===== config.mk =====
export PLATFORM = sky130hd
export DESIGN_NAME = dphr_holding_regs
export DESIGN_NICKNAME = d
export VERILOG_FILES = /design/src/verilog/dphr_pkg.sv /design/src/verilog/dphr_holding_regs.sv /design/src/verilog/dphr_range_check.sv /design/src/verilog/dphr_word_mem.sv
export SDC_FILE = /design/constraint.sdc
export NUM_CORES = 1
export LEC_CHECK = 0
export ABC_AREA = 1
export BUFFER_PORTS_ARGS = -buffer_cell sky130_fd_sc_hd__buf_2
export CAP_MARGIN = 20
export CORE_MARGIN = 2
export CORE_UTILIZATION = 60
export DETAILED_ROUTE_END_ITERATION = 12
export PLACE_DENSITY_LB_ADDON = 0.05
export SLEW_MARGIN = 0
export SYNTH_ARGS = -nofsm -noshare
export SYNTH_HDL_FRONTEND = slang
export SYNTH_SLANG_ARGS = --single-unit

===== constraint.sdc =====
create_clock -name ref_clk -period 5.15 [get_ports ref_clk]
set_input_delay 1.03 -clock ref_clk [delete_from_list [all_inputs] [get_ports ref_clk]]
set_output_delay 1.03 -clock ref_clk [all_outputs]
set_load 0.01 [all_outputs]

===== src/verilog/dphr_pkg.sv =====
// Shared constants and types of the drive parameter holding registers
package dphr_pkg;
  localparam int REG_NUM = 28;
  localparam int IDX_W = 5;
  // Word addresses
  localparam logic [15:0] ADR_BRK_SEL = 16'h1051;
  localparam logic [15:0] ADR_BRK_ONSET = 16'h1052;
  localparam logic [15:0] ADR_BRK_WAIT = 16'h1053;
  localparam logic [15:0] ADR_BRK_FORCE = 16'h1054;
  localparam logic [15:0] ADR_BRK_TIME = 16'h1055;
  localparam logic [15:0] ADR_BRK_TRIG = 16'h1056;
  localparam logic [15:0] ADR_UPPER_M1 = 16'h105A;
  localparam logic [15:0] ADR_LOWER_M1 = 16'h105B;
  localparam logic [15:0] ADR_JCTR_1 = 16'h105D;
  localparam logic [15:0] ADR_JWID_1 = 16'h105E;
  localparam logic [15:0] ADR_JCTR_2 = 16'h1060;
  localparam logic [15:0] ADR_JWID_2 = 16'h1061;
  localparam logic [15:0] ADR_JCTR_3 = 16'h1063;
  localparam logic [15:0] ADR_JWID_3 = 16'h1064;
  localparam logic [15:0] ADR_LOOP_EN = 16'h1068;
  localparam logic [15:0] ADR_LOOP_GAIN = 16'h1069;
  localparam logic [15:0] ADR_LOOP_INT = 16'h106A;
  localparam logic [15:0] ADR_LOOP_DER = 16'h106B;
  localparam logic [15:0] ADR_PV_SCALE = 16'h106C;
  localparam logic [15:0] ADR_PV_SRC = 16'h106D;
  localparam logic [15:0] ADR_LOOP_DIR = 16'h106E;
  localparam logic [15:0] ADR_LOOP_LIM = 16'h106F;
  localparam logic [15:0] ADR_VREG_SEL = 16'h1070;
  localparam logic [15:0] ADR_VREG_LVL = 16'h1071;
  localparam logic [15:0] ADR_OP_MODE = 16'h1072;
  localparam logic [15:0] ADR_ENERGY = 16'h1073;
  localparam logic [15:0] ADR_UPPER_M2 = 16'h1517;
  localparam logic [15:0] ADR_LOWER_M2 = 16'h1518;
  localparam logic [15:0] REG_ADDR [REG_NUM] = '{
    ADR_BRK_SEL, ADR_BRK_ONSET, ADR_BRK_WAIT, ADR_BRK_FORCE, ADR_BRK_TIME,
    ADR_BRK_TRIG, ADR_UPPER_M1, ADR_LOWER_M1, ADR_JCTR_1, ADR_JWID_1,
    ADR_JCTR_2, ADR_JWID_2, ADR_JCTR_3, ADR_JWID_3, ADR_LOOP_EN,
    ADR_LOOP_GAIN, ADR_LOOP_INT, ADR_LOOP_DER, ADR_PV_SCALE, ADR_PV_SRC,
    ADR_LOOP_DIR, ADR_LOOP_LIM, ADR_VREG_SEL, ADR_VREG_LVL, ADR_OP_MODE,
    ADR_ENERGY, ADR_UPPER_M2, ADR_LOWER_M2};
  // Reset values
  localparam logic [15:0] RST_ZERO = 16'h0000;
  localparam logic [15:0] RST_PV_SCALE = 16'h0064;
  // Valid spans
  localparam logic [15:0] MAX_CODE3 = 16'h0002;
  localparam logic [15:0] MAX_CODE2 = 16'h0001;
  localparam logic [15:0] MAX_PV_SRC = 16'h0003;
  localparam logic [15:0] MAX_BRK_ONSET = 16'h0258;
  localparam logic [15:0] MAX_BRK_WAIT = 16'h0032;
  localparam logic [15:0] MAX_BRK_FORCE = 16'h0064;
  localparam logic [15:0] MAX_BRK_TIME = 16'h0258;
  localparam logic [15:0] MAX_JUMP_CTR = 16'h0FA0;
  localparam logic [15:0] MAX_JUMP_WID = 16'h0064;
  localparam logic [15:0] MIN_LOOP_GAIN = 16'h0002;
  localparam logic [15:0] MAX_LOOP_GAIN = 16'h0032;
  localparam logic [15:0] MAX_LOOP_INT = 16'h05DC;
  localparam logic [15:0] MAX_LOOP_DER = 16'h03E8;
  localparam logic [15:0] MIN_PV_SCALE = 16'h0001;
  localparam logic [15:0] MAX_PV_SCALE = 16'h270F;
  localparam logic [15:0] MAX_LOOP_LIM = 16'h03E8;
  localparam logic [15:0] MAX_VREG_LVL = 16'h0005;
  localparam logic [15:0] MAX_ENERGY = 16'h03E8;

  typedef enum logic [1:0] {
    DPHR_OK = 2'h0, DPHR_REFUSED = 2'h1, DPHR_UNMAPPED = 2'h2
  } dphr_status_t;
  typedef enum logic [1:0] {
    DPHR_IDLE = 2'h0, DPHR_EXEC = 2'h1, DPHR_RESP = 2'h3
  } dphr_state_t;
  typedef struct packed {
    logic write;
    logic [15:0] addr;
    logic [15:0] data;
  } dphr_req_t;
  typedef struct packed {
    logic [15:0] start_freq;
    logic [15:0] max_m1;
    logic [15:0] max_m2;
    logic [15:0] upper_m1;
    logic [15:0] lower_m1;
    logic [15:0] upper_m2;
    logic [15:0] lower_m2;
  } dphr_limits_t;
  typedef struct packed {
    logic [1:0] brake_select;
    logic brake_level_sense;
    logic loop_enable;
    logic [1:0] pv_source;
    logic loop_negate;
    logic [1:0] volt_reg_select;
    logic [15:0] upper_m1;
    logic [15:0] lower_m1;
    logic [15:0] upper_m2;
    logic [15:0] lower_m2;
  } dphr_ctrl_t;

  // Address to {hit, index}
  function automatic logic [IDX_W:0] addr_lookup(input logic [15:0] addr);
    logic [IDX_W:0] res;
    res = '0;
    for (int i = 0; i < REG_NUM; i++) begin
      if (REG_ADDR[i] == addr) begin
        res = {1'b1, IDX_W'(i)};
      end
    end
    return res;
  endfunction : addr_lookup

  function automatic logic [15:0] reset_value(input int idx);
    return (REG_ADDR[idx] == ADR_PV_SCALE) ? RST_PV_SCALE : RST_ZERO;
  endfunction : reset_value
endpackage : dphr_pkg


===== src/verilog/dphr_holding_regs.sv =====
// Network holding registers for drive braking, limits, loop and voltage settings
//
// Summary of operation
// - Brake select takes code 0 off, 1 on, 2 frequency detect only.
// - Brake onset frequency in 0.1 Hz, from start frequency up to 600.
// - Brake wait time in 0.1 s, 0 to 50, motor coasts meanwhile.
// - Brake force in whole percent, 0 to 100.
// - Brake duration in 0.1 s, 0 to 600.
// - Brake trigger mode: 0 edge sensing, 1 level sensing of brake input.
// - Motor 1 upper limit: lower limit to maximum frequency, zero disables.
// - Motor 2 upper limit: same scaling, own lower limit and maximum.
// - Motor 1 lower limit: start frequency to upper limit, zero disables.
// - Motor 2 lower limit: same scaling, bounded by motor 2 upper limit.
// - Three jump centre words in 0.1 Hz, 0 to 4000.
// - Three jump width words in 0.1 Hz, 0 to 100.
// - Loop integral time in 0.1 s, 0 to 1500.
// - Loop derivative time in 0.1 s, 0 to 1000.
// - Process value scale in hundredths, 1 to 9999.
// - Process value source code 0 to 3.
// - Loop output limit in 0.1 percent, 0 to 1000.
// - Voltage regulation: 0 on, 1 off, 2 on except decelerating.
// - Energy saving tuning in 0.1 percent, 0 to 1000.
`timescale 1ns/1ps
module dphr_holding_regs #(
  parameter int DEPTH = dphr_pkg::REG_NUM
) (
  // Clock and reset
  input wire logic ref_clk,
  input wire logic sys_rst,
  // Network word request
  input wire logic req_valid,
  input wire dphr_pkg::dphr_req_t req,
  output logic req_ready,
  // Network word answer
  output logic resp_valid,
  output logic [15:0] resp_rdata,
  output dphr_pkg::dphr_status_t resp_status,
  // Bounds from neighbouring parameter groups, in 0.1 Hz
  input wire logic [15:0] start_frequency_setting,
  input wire logic [15:0] maximum_frequency_m1,
  input wire logic [15:0] maximum_frequency_m2,
  // Stored settings toward the drive
  output dphr_pkg::dphr_ctrl_t ctrl
);
  generate
    if (DEPTH != dphr_pkg::REG_NUM) begin : g_depth_bad
      $error("DEPTH must equal the number of mapped words");
    end
  endgenerate

  dphr_pkg::dphr_state_t state_reg;
  dphr_pkg::dphr_state_t state_next;
  dphr_pkg::dphr_req_t req_q_reg;
  dphr_pkg::dphr_limits_t lim;
  logic take;
  logic chk_hit;
  logic chk_ok;
  logic [dphr_pkg::IDX_W-1:0] chk_idx;
  logic commit;
  logic rd_fetch;
  logic [15:0] mem_rdata;
  logic unmapped_reg;

  // Request handshake
  assign req_ready = (state_reg == dphr_pkg::DPHR_IDLE);
  assign take = req_valid && req_ready;

  always_ff @(posedge ref_clk) begin
    if (sys_rst) begin
      req_q_reg <= '0;
    end else if (take) begin
      req_q_reg <= req;
    end
  end

  // Sequencer
  always_comb begin
    state_next = state_reg;
    unique case (state_reg)
      dphr_pkg::DPHR_IDLE: begin
        if (take) begin
          state_next = dphr_pkg::DPHR_EXEC;
        end
      end
      dphr_pkg::DPHR_EXEC: state_next = dphr_pkg::DPHR_RESP;
      dphr_pkg::DPHR_RESP: state_next = dphr_pkg::DPHR_IDLE;
      default: state_next = dphr_pkg::DPHR_IDLE;
    endcase
  end

  always_ff @(posedge ref_clk) begin
    if (sys_rst) begin
      state_reg <= dphr_pkg::DPHR_IDLE;
    end else begin
      state_reg <= state_next;
    end
  end

  // Span check against the current limit words
  assign lim = '{
    start_freq: start_frequency_setting,
    max_m1: maximum_frequency_m1,
    max_m2: maximum_frequency_m2,
    upper_m1: ctrl.upper_m1,
    lower_m1: ctrl.lower_m1,
    upper_m2: ctrl.upper_m2,
    lower_m2: ctrl.lower_m2
  };

  dphr_range_check u_check (
    .addr(req_q_reg.addr),
    .data(req_q_reg.data),
    .lim(lim),
    .hit(chk_hit),
    .idx(chk_idx),
    .ok(chk_ok)
  );

  // Only in-span writes reach the store
  assign commit = (state_reg == dphr_pkg::DPHR_EXEC) && req_q_reg.write && chk_ok;
  assign rd_fetch = (state_reg == dphr_pkg::DPHR_EXEC) && !req_q_reg.write && chk_hit;

  dphr_word_mem #(
    .DEPTH(DEPTH)
  ) u_mem (
    .ref_clk(ref_clk),
    .sys_rst(sys_rst),
    .wr_en(commit),
    .wr_idx(chk_idx),
    .wr_data(req_q_reg.data),
    .rd_en(rd_fetch),
    .rd_idx(chk_idx),
    .rd_data(mem_rdata)
  );

  // Working copies of the words that steer the drive
  always_ff @(posedge ref_clk) begin
    if (sys_rst) begin
      ctrl <= '0;
    end else if (commit) begin
      unique case (req_q_reg.addr)
        dphr_pkg::ADR_BRK_SEL: ctrl.brake_select <= req_q_reg.data[1:0];
        dphr_pkg::ADR_BRK_TRIG: ctrl.brake_level_sense <= req_q_reg.data[0];
        dphr_pkg::ADR_LOOP_EN: ctrl.loop_enable <= req_q_reg.data[0];
        dphr_pkg::ADR_PV_SRC: ctrl.pv_source <= req_q_reg.data[1:0];
        dphr_pkg::ADR_LOOP_DIR: ctrl.loop_negate <= req_q_reg.data[0];
        dphr_pkg::ADR_VREG_SEL: ctrl.volt_reg_select <= req_q_reg.data[1:0];
        dphr_pkg::ADR_UPPER_M1: ctrl.upper_m1 <= req_q_reg.data;
        dphr_pkg::ADR_LOWER_M1: ctrl.lower_m1 <= req_q_reg.data;
        dphr_pkg::ADR_UPPER_M2: ctrl.upper_m2 <= req_q_reg.data;
        dphr_pkg::ADR_LOWER_M2: ctrl.lower_m2 <= req_q_reg.data;
        default: ;
      endcase
    end
  end

  // Answer status, decided while executing
  always_ff @(posedge ref_clk) begin
    if (sys_rst) begin
      resp_status <= dphr_pkg::DPHR_OK;
      unmapped_reg <= 1'b0;
    end else if (state_reg == dphr_pkg::DPHR_EXEC) begin
      unmapped_reg <= !chk_hit;
      if (!chk_hit) begin
        resp_status <= dphr_pkg::DPHR_UNMAPPED;
      end else if (req_q_reg.write && !chk_ok) begin
        resp_status <= dphr_pkg::DPHR_REFUSED;
      end else begin
        resp_status <= dphr_pkg::DPHR_OK;
      end
    end
  end

  // Read data straight from the store, zero for unmapped words
  assign resp_valid = (state_reg == dphr_pkg::DPHR_RESP);
  assign resp_rdata = unmapped_reg ? '0 : mem_rdata;
endmodule : dphr_holding_regs


===== src/verilog/dphr_range_check.sv =====
// Decodes a word address and checks a value against its span
`timescale 1ns/1ps
module dphr_range_check (
  // Candidate word
  input wire logic [15:0] addr,
  input wire logic [15:0] data,
  input wire dphr_pkg::dphr_limits_t lim,
  // Verdict
  output logic hit,
  output logic [dphr_pkg::IDX_W-1:0] idx,
  output logic ok
);
  logic [15:0] lo;
  logic [15:0] hi;
  logic zero_ok;

  assign {hit, idx} = dphr_pkg::addr_lookup(addr);

  always_comb begin
    lo = '0;
    hi = '0;
    zero_ok = 1'b0;
    unique case (addr)
      dphr_pkg::ADR_BRK_SEL, dphr_pkg::ADR_VREG_SEL: hi = dphr_pkg::MAX_CODE3;
      dphr_pkg::ADR_BRK_ONSET: begin
        lo = lim.start_freq;
        hi = dphr_pkg::MAX_BRK_ONSET;
      end
      dphr_pkg::ADR_BRK_WAIT: hi = dphr_pkg::MAX_BRK_WAIT;
      dphr_pkg::ADR_BRK_FORCE: hi = dphr_pkg::MAX_BRK_FORCE;
      dphr_pkg::ADR_BRK_TIME: hi = dphr_pkg::MAX_BRK_TIME;
      dphr_pkg::ADR_BRK_TRIG, dphr_pkg::ADR_LOOP_EN, dphr_pkg::ADR_LOOP_DIR,
      dphr_pkg::ADR_OP_MODE: hi = dphr_pkg::MAX_CODE2;
      dphr_pkg::ADR_UPPER_M1: begin
        lo = lim.lower_m1;
        hi = lim.max_m1;
        zero_ok = 1'b1;
      end
      dphr_pkg::ADR_UPPER_M2: begin
        lo = lim.lower_m2;
        hi = lim.max_m2;
        zero_ok = 1'b1;
      end
      dphr_pkg::ADR_LOWER_M1: begin
        lo = lim.start_freq;
        hi = (lim.upper_m1 == '0) ? lim.max_m1 : lim.upper_m1;
        zero_ok = 1'b1;
      end
      dphr_pkg::ADR_LOWER_M2: begin
        lo = lim.start_freq;
        hi = (lim.upper_m2 == '0) ? lim.max_m2 : lim.upper_m2;
        zero_ok = 1'b1;
      end
      dphr_pkg::ADR_JCTR_1, dphr_pkg::ADR_JCTR_2,
      dphr_pkg::ADR_JCTR_3: hi = dphr_pkg::MAX_JUMP_CTR;
      dphr_pkg::ADR_JWID_1, dphr_pkg::ADR_JWID_2,
      dphr_pkg::ADR_JWID_3: hi = dphr_pkg::MAX_JUMP_WID;
      dphr_pkg::ADR_LOOP_GAIN: begin
        lo = dphr_pkg::MIN_LOOP_GAIN;
        hi = dphr_pkg::MAX_LOOP_GAIN;
      end
      dphr_pkg::ADR_LOOP_INT: hi = dphr_pkg::MAX_LOOP_INT;
      dphr_pkg::ADR_LOOP_DER: hi = dphr_pkg::MAX_LOOP_DER;
      dphr_pkg::ADR_PV_SCALE: begin
        lo = dphr_pkg::MIN_PV_SCALE;
        hi = dphr_pkg::MAX_PV_SCALE;
      end
      dphr_pkg::ADR_PV_SRC: hi = dphr_pkg::MAX_PV_SRC;
      dphr_pkg::ADR_LOOP_LIM: hi = dphr_pkg::MAX_LOOP_LIM;
      dphr_pkg::ADR_VREG_LVL: hi = dphr_pkg::MAX_VREG_LVL;
      dphr_pkg::ADR_ENERGY: hi = dphr_pkg::MAX_ENERGY;
      default: ;
    endcase
  end

  assign ok = hit && ((data >= lo && data <= hi) || (zero_ok && data == '0));
endmodule : dphr_range_check


===== src/verilog/dphr_word_mem.sv =====
// Parameter word store with registered read port
`timescale 1ns/1ps
module dphr_word_mem #(
  parameter int DEPTH = dphr_pkg::REG_NUM
) (
  // Clock and reset
  input wire logic ref_clk,
  input wire logic sys_rst,
  // Write port
  input wire logic wr_en,
  input wire logic [dphr_pkg::IDX_W-1:0] wr_idx,
  input wire logic [15:0] wr_data,
  // Read port
  input wire logic rd_en,
  input wire logic [dphr_pkg::IDX_W-1:0] rd_idx,
  output logic [15:0] rd_data
);
  logic [15:0] mem_reg [DEPTH];

  always_ff @(posedge ref_clk) begin
    if (sys_rst) begin
      for (int i = 0; i < DEPTH; i++) begin
        mem_reg[i] <= dphr_pkg::reset_value(i);
      end
    end else if (wr_en) begin
      mem_reg[wr_idx] <= wr_data;
    end
  end

  always_ff @(posedge ref_clk) begin
    if (sys_rst) begin
      rd_data <= '0;
    end else if (rd_en) begin
      rd_data <= mem_reg[rd_idx];
    end
  end
endmodule : dphr_word_mem

# == Word level (Yosys, flattened, before mapping) ==
# Memories as Yosys holds them, arrays and structs flattened. A register that Yosys moved wholly into a read port is not among the register bits.
# Cells that the tools add are included.
# word_totals
ff_bits,111
out_inout_bits,93
n_memories,1
ramBits,448
# mem_list
memory,depth,width,rd,rd_clocked_by_memory_dff,write_ports,line,text
u_mem.mem_reg,28,16,1,1,28,dphr_word_mem.sv:18,logic [15:0] mem_reg [DEPTH];
# classes
eq_ne,59
mux,46
order_cmp,2
n_reduce_logical,37
# ops
cell,n
$eq A13 B16 Y1 const A,28
$eq A16 B13 Y1 const B,28
$pmux W16 S15,1
$mux W6,28
$pmux W16 S5,1
$mux W16,4
$logic_not A16 Y1,3
$reduce_and A2 Y1,10
$ge A16 B16 Y1,1
$le A16 B16 Y1,1
$reduce_or A16 Y1,1
$reduce_or A4 Y1,3
$logic_and A1 B1 Y1,9
$reduce_or A3 Y1,3
$mux W1,8
$reduce_or A2 Y1,3
$mux W5,1
$mux W2,2
$pmux W2 S2,1
$logic_not A1 Y1,3
$eq A2 B1 Y1 const B,1
$eq A2 B2 Y1 const B,1
$logic_not A2 Y1,1
$ne A2 B1 Y1 const B,1
$logic_or A1 B1 Y1,1

# == Logic depth before layout (Yosys ltp) ==
# Gate-level depths: netlist (run 1).
# logic_depth
word_depth,36
ltp_mapped,28
mapped_depth_nobuf,27

# == Modules after synthesis ==
# A second synthesis (run 1) with hierarchy kept.
# unflattened
cells_unflattened,3587
hier_area_um2,30807.0
# by_module_without_submodules
module,area_per_inst_um2,instances,cells_each
dphr_word_mem,23316.1,1,2359
dphr_holding_regs,4742.0,1,698
dphr_range_check,2748.9,1,530

# == Worst setup path before layout (run 1) ==
# Ideal clock, no wire load.
# synth_timing
path_type,reg-to-reg
from,reg req_q_reg[17] in the netlist's numbering
to,"mem u_mem.mem_reg[4][0], enable pin"
required_time_ns,4.778
path_buffers,1
stages_incl_launch_ff,25
period_less_slack_ns,4.386
arrival_time_ns,4.014
setup_ns,0.372
setup_slack_ns,0.764
cell_sequence,dfxtp_1 > nor2_2 > inv_2 > nor2_1 > nand3_1 > nor2_1 > nor2_1 > clkinv_1 > a221o_1 > a2111oi_0 > ha_1 > nand2_1 > inv_1 > a221oi_1 > o221ai_1 > a21oi_1 > o21ai_0 > nand2_1 > nand2_4 > nor2_8 > nand2_2 > nor2_4 > nand2_2 > buf_2 > nand2_1
# synth_rtl
item,line,text
"start, declared",dphr_holding_regs.sv:53,dphr_pkg::dphr_req_t req_q_reg;
"start signal, assigned",dphr_holding_regs.sv:72,req_q_reg <= req;
"end, declared",dphr_word_mem.sv:18,

==> metrics list, run 1 <==
* Global route total overflow: 0
* Number of pins with negative max-slew slack in the final report: 0
- After the first detailed-routing iteration, the DRC count stood at 3202.
* Status: finished clean
- Clock latency on the worst-skew pair, taken at its later pin, is 640 ps.
- In the synthesized netlist the async set-or-reset flop fraction comes to 0%.
- In this run switching power makes up 23.1% of total power.
- Buffers placed on the I/O ports in this run total 176.
- In this run the static leakage power is 12.9 nW.
- Relative contribution of the clock network to total power: 42.8%
- Final-stage net count: 3404
- The first global-routing pass estimated 135 mm of wire.
- Area of all placed cells without fillers: 31900 um2
* Number of inserted filler cells in the final layout: 3590
* Share of synthesized cell area in and, or, nand and nor gates: 26.0%
* CP Data Arrival Time: 5180 ps
* Routed vias: 23.7k
* Number of warnings reported in the yosys synthesis log: 0
- Number of max-capacitance violations reported: 0
- The register with the most flip-flops in the layout has 468 of them.
- The final hold violation count came to 0.
- TritonCTS built the clock tree.
- STA classifies the critical path startpoint as a register.
- Counting flops and latches in the post-synthesis netlist gives 594.
* Power per Cell Area: 331 nW/um2
* Portion of the post-synthesis area used by sequential elements: 59.7%
- The worst setup path is of the reg -> reg kind.
* Pin count of the biggest net entering global routing: 64
- Average size of a mapped cell: 8.99 um2
- After detailed routing, the total wire length is 90.6 mm.
- Maximum vdd drop: 0.000284 V
- Area growth, synth to finish: 14.9%
- Setup total negative slack on the finished layout was measured at 0 ps.
* Number of flops mapped to enable cells by yosys: 468
- Post-synthesis share of cell area spent on full adders, half adders and majority gates: 1.44%
- Final critical-path required period: 4840 ps
* Post-CTS clock slew at the launch and capture registers of the worst setup and hold paths: 60 ps
* Total routing usage reported by global routing: 37.9%
- Reg2reg setup slack: 310 ps
* Number of buffers on the longest clock path: 3
* Mux share of post-synthesis cell area: 0%
- Derived from the worst setup path, the maximum achievable clock frequency is 0.207 GHz.
* Row count: 78
- The region available for standard cell placement spans 45600 um2.
- Hold slack final: 466 ps
- Number of buffers inserted for hold repair after clock tree synthesis: 0
* Residual antenna-violating net count after detailed routing: 0
- After detailed routing, the average wire length per cell comes to 23.0 um.
- Commonest register cell after synthesis: sky130_fd_sc_hd__edfxtp_1
- The number of global-route vias before repair is 22.8k.
* Worst clock skew on the final layout: 17.3 ps
- The initial antenna violation count was 3.
* Die span in y: 219 um
* Die outline area: 48000 um2
- Total DRC errors in the routed layout: 0
* Reported net switching power: 2.45 mW
* Setup repair after global routing missed its margin: no
- Placed cell area: 29900 um2
- The tightest min-delay check is of the reg -> reg type.
- CTS placed an instance of sky130_fd_sc_hd__clkbuf_16 at the clock tree root.
- Summing the areas of all xor and xnor instances in the mapped netlist gives 0% of the synthesized area.
* Logic pwr share: 6.2%
- Of all nets on the critical path, the largest fanout is 12.
* Flop pwr share: 51.0%
- Post-route clock period utilization: 94.0%
- Kind of end point of the critical path: register
- Post-Synthesis Cell Area: 27800 um2
- Required time worst endpoint: 5490 ps
* Relative slew margins: 24.3%
* CTS H-tree lvls: 2
- Final setup violation count: 0
* Detail-routed via count per cell: 6.01
- GPL Wtd Cong: 0.975
- Chip width: 219 um
- Synthesis produced 3091 cells.
- Transition time at the pin with the least slew margin: 1130 ps
* Main combinational cell family by area after synthesis: simple AND/OR/NAND/NOR gates
- TritonCTS sink count: 594
- Once detailed placement completed, the half-perimeter wirelength came to 61.3 mm.
- In this run, distinct cell masters in the synthesized netlist total 42.
- Proportion of layout cells with a drive suffix above 1: 14.8%
- In this run the count of I/O pins placed on the die edge is 177.
* Int Pwr: 8.12 mW
- Clock tree synthesis inserted a total of 59 buffers.
- Initial Util: 60.9%
* 1st-pass router iterations: 7
- The synthesized netlist devotes 7.24% of its cell area to compound gates.
==> path summary, 6_finish.rpt <==
check | startpoint | cells after the start | end
min reg2reg | req_q_reg[28]$_SDFFE_PP0P_ | 2 | req_q_reg[28]$_SDFFE_PP0P_
max reg2reg | req_q_reg[18]$_SDFFE_PP0P_ | 23 | u_mem.mem_reg[9][0]$_SDFFCE_PN0P_
min | req_q_reg[28]$_SDFFE_PP0P_ | 2 | req_q_reg[28]$_SDFFE_PP0P_
max | req_q_reg[18]$_SDFFE_PP0P_ | 23 | u_mem.mem_reg[9][0]$_SDFFCE_PN0P_
==> worst max-delay path, stage by stage (launching register included) <==
cell                       delay [ps]
sky130_fd_sc_hd__dfxtp_1          430
sky130_fd_sc_hd__inv_2             80
sky130_fd_sc_hd__nand2_1          260
sky130_fd_sc_hd__nor2_1           170
sky130_fd_sc_hd__nand3b_1         250
sky130_fd_sc_hd__nand2_1          200
sky130_fd_sc_hd__nor2_1           250
sky130_fd_sc_hd__nand3_1          100
sky130_fd_sc_hd__a221oi_1         280
sky130_fd_sc_hd__ha_1             310
sky130_fd_sc_hd__nand2_1           70
sky130_fd_sc_hd__inv_1             50
sky130_fd_sc_hd__a221oi_1         310
sky130_fd_sc_hd__o221ai_1         150
sky130_fd_sc_hd__a21oi_1          130
sky130_fd_sc_hd__o21ai_0          210
sky130_fd_sc_hd__nand2_1          210
sky130_fd_sc_hd__nand2_4           90
sky130_fd_sc_hd__nor2_8           130
sky130_fd_sc_hd__nand2_4          130
sky130_fd_sc_hd__nor2_4           230
sky130_fd_sc_hd__nand2_2           70
sky130_fd_sc_hd__nand2_1          250
sky130_fd_sc_hd__buf_12           190
==> metal layers <==
layer	global-route usage [%]	share of wire, %	vias up
met1	50.0	37	11100
li1	-	-	10700
met4	19.4	5.7	2
met2	60.0	46	1506
met5	0	0.0077	-
met3	7.33	11	309
==> cell type report <==
class	count	area, um2	area share, %
inverter	187	703	2.20
clock inverter	41	492	1.54
tap	600	751	2.35
timing repair buffer	314	2090	6.56
multi-input combinational	2132	9770	30.6
sequential	594	16600	52.0
clock buffer	70	1520	4.76
antenna	2	5.00	0.0157
==> placed cells by master (no fill, tap or decap), types with 6 or more instances in the layout <==
| master | n |
|---|---|
| sky130_fd_sc_hd__buf_2 | 176 |
| sky130_fd_sc_hd__inv_2 | 22 |
| sky130_fd_sc_hd__nor2_1 | 642 |
| sky130_fd_sc_hd__clkinv_1 | 29 |
| sky130_fd_sc_hd__nor2_2 | 7 |
| sky130_fd_sc_hd__conb_1 | 20 |
| sky130_fd_sc_hd__clkbuf_1 | 11 |
| sky130_fd_sc_hd__bufinv_16 | 11 |
| sky130_fd_sc_hd__nand3b_1 | 6 |
| sky130_fd_sc_hd__buf_12 | 14 |
| sky130_fd_sc_hd__a21oi_1 | 184 |
| sky130_fd_sc_hd__clkinv_2 | 7 |
| sky130_fd_sc_hd__o21ai_0 | 120 |
| sky130_fd_sc_hd__o21ai_1 | 7 |
| sky130_fd_sc_hd__inv_1 | 152 |
| sky130_fd_sc_hd__nor2_4 | 13 |
| sky130_fd_sc_hd__edfxtp_1 | 468 |
| sky130_fd_sc_hd__nor4_1 | 14 |
| sky130_fd_sc_hd__nor3_1 | 11 |
| sky130_fd_sc_hd__nand3_1 | 207 |
| sky130_fd_sc_hd__nand2_2 | 38 |
| sky130_fd_sc_hd__a211oi_1 | 7 |
| sky130_fd_sc_hd__buf_4 | 124 |
| sky130_fd_sc_hd__nand2_1 | 689 |
| sky130_fd_sc_hd__clkbuf_16 | 59 |
| sky130_fd_sc_hd__ha_1 | 32 |
| sky130_fd_sc_hd__dfxtp_1 | 126 |
| sky130_fd_sc_hd__a221oi_1 | 11 |
| sky130_fd_sc_hd__nand4_1 | 72 |
| sky130_fd_sc_hd__a22o_1 | 16 |
==> power by group through the flow <==
stage / Clock [mW] / Combinational [mW] / Sequential [mW]
after floorplan: 0 / 0.346 / 5.46
after global placement: 0 / 0.622 / 5.48
after detailed placement: 0 / 0.630 / 5.49
after CTS: 4.54 / 0.631 / 5.39
after global routing: 4.74 / 0.688 / 5.40
final: 4.53 / 0.652 / 5.39
==> cell families (layout without fill, tap and decap cells) <==
group	after synthesis	after routing
other cells	1	22
fa+ha+maj	32	32
buf+inv	384	612
simple gates	1716	1716
flops	594	594
compound gates	364	364
==> what timing repair did <==
action,4_1_cts,5_1_grt
setup buffers,0,1
setup endpoints to repair,0,440
resized for setup,0,10
==> Yosys cell counts, types with 4 or more instances <==
master / count / share of area, %
sky130_fd_sc_hd__a22o_1: 16 / 0.50
sky130_fd_sc_hd__inv_1: 155 / 2.1
sky130_fd_sc_hd__buf_1: 5 / 0.068
sky130_fd_sc_hd__buf_4: 7 / 0.19
sky130_fd_sc_hd__buf_2: 69 / 1.2
sky130_fd_sc_hd__edfxtp_1: 468 / 51
sky130_fd_sc_hd__nand2_1: 693 / 9.4
sky130_fd_sc_hd__nor2_4: 10 / 0.41
sky130_fd_sc_hd__nor4_1: 14 / 0.32
sky130_fd_sc_hd__nand3b_1: 6 / 0.16
sky130_fd_sc_hd__nand2_2: 34 / 0.77
sky130_fd_sc_hd__a221oi_1: 11 / 0.35
sky130_fd_sc_hd__clkinv_1: 12 / 0.16
sky130_fd_sc_hd__nand3_2: 4 / 0.14
sky130_fd_sc_hd__nor3_1: 12 / 0.22
sky130_fd_sc_hd__dfxtp_1: 126 / 9.1
sky130_fd_sc_hd__o21ai_0: 120 / 2.2
sky130_fd_sc_hd__a211oi_1: 7 / 0.19
sky130_fd_sc_hd__nor2_2: 7 / 0.16
sky130_fd_sc_hd__nand3_1: 207 / 3.7
sky130_fd_sc_hd__inv_2: 20 / 0.27
sky130_fd_sc_hd__ha_1: 32 / 1.4
sky130_fd_sc_hd__a2111oi_0: 5 / 0.16
sky130_fd_sc_hd__clkbuf_1: 116 / 1.6
sky130_fd_sc_hd__nand4_1: 72 / 1.6
sky130_fd_sc_hd__a21oi_1: 184 / 3.3
sky130_fd_sc_hd__nor2_1: 645 / 8.7
sky130_fd_sc_hd__o21ai_1: 7 / 0.13
==> per-stage QoR <==
step	cells	setup WS [ps]	power [mW]	util, %
6_report	3940	311	10.6	70.0
5_1_grt	3938	22.4	10.8	70.0
4_1_cts	3937	196	10.6	69.9
3_5_place_dp	3826	211	6.12	65.5
3_3_place_gp	3826	260	6.10	65.5
2_1_floorplan	3110	764	5.81	-
Power figures use the tool's default switching activity.
==> run 2: changes to the inputs <==
ABC_AREA = default   (was 1)
PLACE_DENSITY = 0.76   (was default)
PLACE_DENSITY_LB_ADDON = default   (was 0.05)
==> run 2 against run 1 <==
Net effect: clock power is 7.9% lower; flip-flop and latch count is 16 lower; maximum frequency down 4.7%.
==> metrics list, run 2 <==
- Top cell type's share of synthesized area: 47.3% (-3.3 points)
- The violation count after the first detailed-route iteration was 2789 (-13%).
- The remaining number of nets flagged by the antenna check after routing is 0 (unchanged).
* Placed cell area: 30500 um2 (+2.2%)
- Pin count of the biggest net entering global routing: 70 (+9.4%)
- Relative contribution of the clock network to total power: 41.6% (-1.2 points)
- Relative slew margins: 30.2% (+5.9 points)
- Number of distinct standard cells referenced by the synthesized netlist: 97 (+130%)
- The minimum clock period after layout is 5080 ps (+238 ps).
* Setup repair after global routing missed its margin: yes
- TritonCTS clock tree: yes
* Total I/O pin count: 177 (unchanged)
- The compound-gate portion of the synthesized area came to 7.15% (-0.091 points).
* Proportion of layout cells with a drive suffix above 1: 18.0% (+3.2 points)
- Main combinational cell family by area after synthesis: simple AND/OR/NAND/NOR gates
- Required time worst endpoint: 5420 ps (-70 ps)
- Die span in y: 223 um (+1.6%)
- The post-synthesis xor/xnor area fraction was 0.0610% (+0.061 points).
- The number of max-cap violations came to 0 (unchanged).
- Reg2reg setup slack: 70 ps (-240 ps)
- The detailed placement HPWL came to 60.2 mm (-1.8%).
- The global placer's final weighted congestion was 1.01 (+3.9%).
* Cell type with the largest total area after synthesis: sky130_fd_sc_hd__edfxtp_1
- The core box area is 47400 um2 (+4.1%).
* Total DRC errors in the routed layout: 0 (unchanged)
- Count leader, synth: sky130_fd_sc_hd__edfxtp_1
- CTS H-tree lvls: 2 (unchanged)
- The placement row count was 80 (+2.6%).
* Crit Path Class: reg -> reg
- The leakage power summed over all cells is 13.2 nW (+1.9%).
* Mux share of post-synthesis cell area: 5.89% (+5.9 points)
* Via count of the first global-routing pass: 21.8k (-4.3%)
- Among all flip-flop cells after synthesis, the most frequent one is sky130_fd_sc_hd__edfxtp_1.
- The flip-flop count of the largest register after layout came to 452 (-3.4%).
- The number of failing setup endpoints in the final timing report is 0 (unchanged).
- Detail-routed via count per cell: 6.40 (+6.5%)
- Initial Util: 60.5% (-0.44 points)
* Buffer cell driving the clock tree root: sky130_fd_sc_hd__clkbuf_16
- Most common library cell in the layout ignoring fill and taps: sky130_fd_sc_hd__edfxtp_1
- Routed vias: 22.5k (-5.0%)
- Proportion of synthesized flip-flops having asynchronous set or reset: 0% (unchanged)
* Flop pwr share: 52.2% (+1.2 points)
- The arrival time of data at the critical path endpoint is 5340 ps (+160 ps).
- Total routing usage reported by global routing: 35.5% (-2.4 points)
- The aggregate global routing overflow came to 0 (unchanged).
- The number of buffers created by CTS came to 57 (-3.4%).
- Maximum vdd drop: 0.000267 V (-6.0%)
- The final cell area excluding filler cells is 32700 um2 (+2.5%).
- STA classifies the critical path startpoint as a register.
- The proportion of total power due to net switching was 23.2% (about the same).
* Chip width: 223 um (+1.6%)
* Area growth, synth to finish: 13.9%
* Highest clock rate: 0.197 GHz (-4.7%)
- The final net count came to 2969 (-13%).
- Portion of the post-synthesis area used by sequential elements: 56.1% (-3.6 points)
- The instance count of the mapped netlist is 2693 (-13%).
- The total power was 10.0 mW (-5.3%).
- 1st-pass router iterations: 6 (-1)
* Commonest non-fill, non-tap cells in the layout: sky130_fd_sc_hd__edfxtp_1 (452), sky130_fd_sc_hd__and2_1 (429), sky130_fd_sc_hd__nand2_1 (416)
- Kind of end point of the critical path: register
- The number of pins exceeding their max-slew limit in the final report came to 0 (unchanged).
* Post-Synthesis Cell Area: 28700 um2 (+3.4%)
- Global-route wire length before repair: 133 mm (-1.3%)
- Endpoints failing hold: 0 (unchanged)
- Post-synthesis share of cell area spent on full adders, half adders and majority gates: 1.39% (-0.047 points)
* ANT cells: 0 (-2)
- The number of sinks driven by the clock tree came to 578 (-2.7%).
* WL per Instance: 25.3 um (+9.8%)
- The switching power is 2.32 mW (-5.2%).
- The maximum fanout along the worst path is 16 (+4).
- Number of warnings reported in the yosys synthesis log: 0 (unchanged)
* Average size of a mapped cell: 10.7 um2 (+19%)
- Logic pwr share: 6.1% (about the same)
- The port buffer count came to 176 (unchanged).
* Post-CTS clock slew at the launch and capture registers of the worst setup and hold paths: 60 ps (about the same)
- Number of buffers on the longest clock path: 3 (unchanged)
- The routed wire length is 88.8 mm (-2.0%).
- The internal power contribution was 7.69 mW (-5.3%).
* Clk Latency, worst-skew pair: 650 ps (about the same)
* Worst clock skew on the final layout: 28.9 ps (+11.6 ps)
- Transition time at the pin with the least slew margin: 1050 ps (-88.8 ps)
* Number of antenna violations at the first check in global routing: 1 (-2)
- In this run the worst hold path is classified as reg -> reg.
- The core occupancy in the finished layout was 68.9% (-1.1 points).
* Most area-consuming cells after synthesis: sky130_fd_sc_hd__edfxtp_1 (47%), sky130_fd_sc_hd__and2_1 (9.4%), sky130_fd_sc_hd__dfxtp_1 (8.8%)
* Status: finished clean
- The area share of and/or/nand/nor cells after synthesis came to 25.3% (-0.70 points).
* Total of flip-flops plus latches after synthesis: 578 (-2.7%)
- The floorplan die area came to 49600 um2 (+3.3%).
* Commonest cells in the synthesized netlist: sky130_fd_sc_hd__edfxtp_1 (452), sky130_fd_sc_hd__and2_1 (430), sky130_fd_sc_hd__nand2_1 (417)
- The power density relative to cell area is 306 nW/um2 (-7.5%).
* Post-route clock period utilization: 98.6% (+4.6 points)
* Number of flops mapped to enable cells by yosys: 452 (-3.4%)
-- run 2: layout make-up --
cell class                 count  area [um2]
tap                          615         769
clock buffer                  88        1690
fill                        3530       14800
clock inverter                19         170
timing repair buffer         317        2150
inverter                      11        41.3
multi-input combinational   1888       11800
sequential                   578       16100
-- run 2: worst paths after layout --
kind / end / cells past startpoint / start
hold reg to reg: req_q_reg[29]$_SDFFE_PP0P_ / 2 / req_q_reg[29]$_SDFFE_PP0P_
setup reg to reg: u_mem.mem_reg[17][8]$_SDFFCE_PN0P_ / 17 / req_q_reg[31]$_SDFFE_PP0P_
hold / removal: req_q_reg[29]$_SDFFE_PP0P_ / 2 / req_q_reg[29]$_SDFFE_PP0P_
setup / recovery: u_mem.mem_reg[17][8]$_SDFFCE_PN0P_ / 17 / req_q_reg[31]$_SDFFE_PP0P_
-- run 2: kinds of logic (layout without fill, tap and decap cells) --
| logic type | count (synthesis) | after routing |
|---|---|---|
| buf+inv | 230 | 435 |
| simple gates | 1400 | 1400 |
| flops | 578 | 578 |
| xor+xnor | 2 | 2 |
| fa+ha+maj | 32 | 32 |
| mux | 165 | 165 |
| compound gates | 285 | 285 |
| other cells | 1 | 4 |
-- run 2: timing repair --
| action | in CTS | in global routing |
|---|---|---|
| pin swaps | 0 | 5 |
| gates resized for setup | 3 | 43 |
| hold buffers | 0 | 0 |
| setup buffers | 0 | 11 |
| endpoints found under the setup margin | 14 | 577 |
| gates cloned | 0 | 0 |
-- run 2: power by group through the flow --
stage	Combinational, mW	Sequential, mW	Clock, mW
2_1_floorplan	0.330	5.30	0
3_3_place_gp	0.571	5.32	0
3_5_place_dp	0.584	5.32	0
4_1_cts	0.586	5.23	4.17
5_1_grt	0.647	5.24	4.33
6_report	0.614	5.23	4.17
-- run 2: worst max-delay path, stage by stage (launching register included) --
cell,delay [ps]
sky130_fd_sc_hd__dfxtp_1,350
sky130_fd_sc_hd__nor4b_4,400
sky130_fd_sc_hd__nand2_2,190
sky130_fd_sc_hd__nor3_1,260
sky130_fd_sc_hd__buf_4,210
sky130_fd_sc_hd__a21o_1,280
sky130_fd_sc_hd__buf_4,190
sky130_fd_sc_hd__a221oi_1,70
sky130_fd_sc_hd__and4_1,210
sky130_fd_sc_hd__ha_1,290
sky130_fd_sc_hd__nand4_1,100
sky130_fd_sc_hd__nor3_1,200
sky130_fd_sc_hd__nand2_1,120
sky130_fd_sc_hd__o31ai_1,250
sky130_fd_sc_hd__a31oi_1,150
sky130_fd_sc_hd__nor2_2,240
sky130_fd_sc_hd__nand3_2,280
sky130_fd_sc_hd__o21ai_2,890
-- run 2: per-layer routing --
layer	vias to the layer above	wire (um)	track usage [%]
met4	0	4500	17.5
met3	260	10300	7.13
met2	1458	40200	54.6
met1	10900	33800	48.4
li1	9914	-	-
met5	-	0	0
-- run 2: per-stage QoR --
stage	cells	hold slack, ps	TNS [ps]	setup slack, ps
after floorplan	2696	424	-1640	-34.2
after global placement	3396	453	0	69.0
after detailed placement	3398	463	0	12.3
after CTS	3505	471	0	12.0
after global routing	3516	505	-4640	-103
final	3516	469	0	73.1
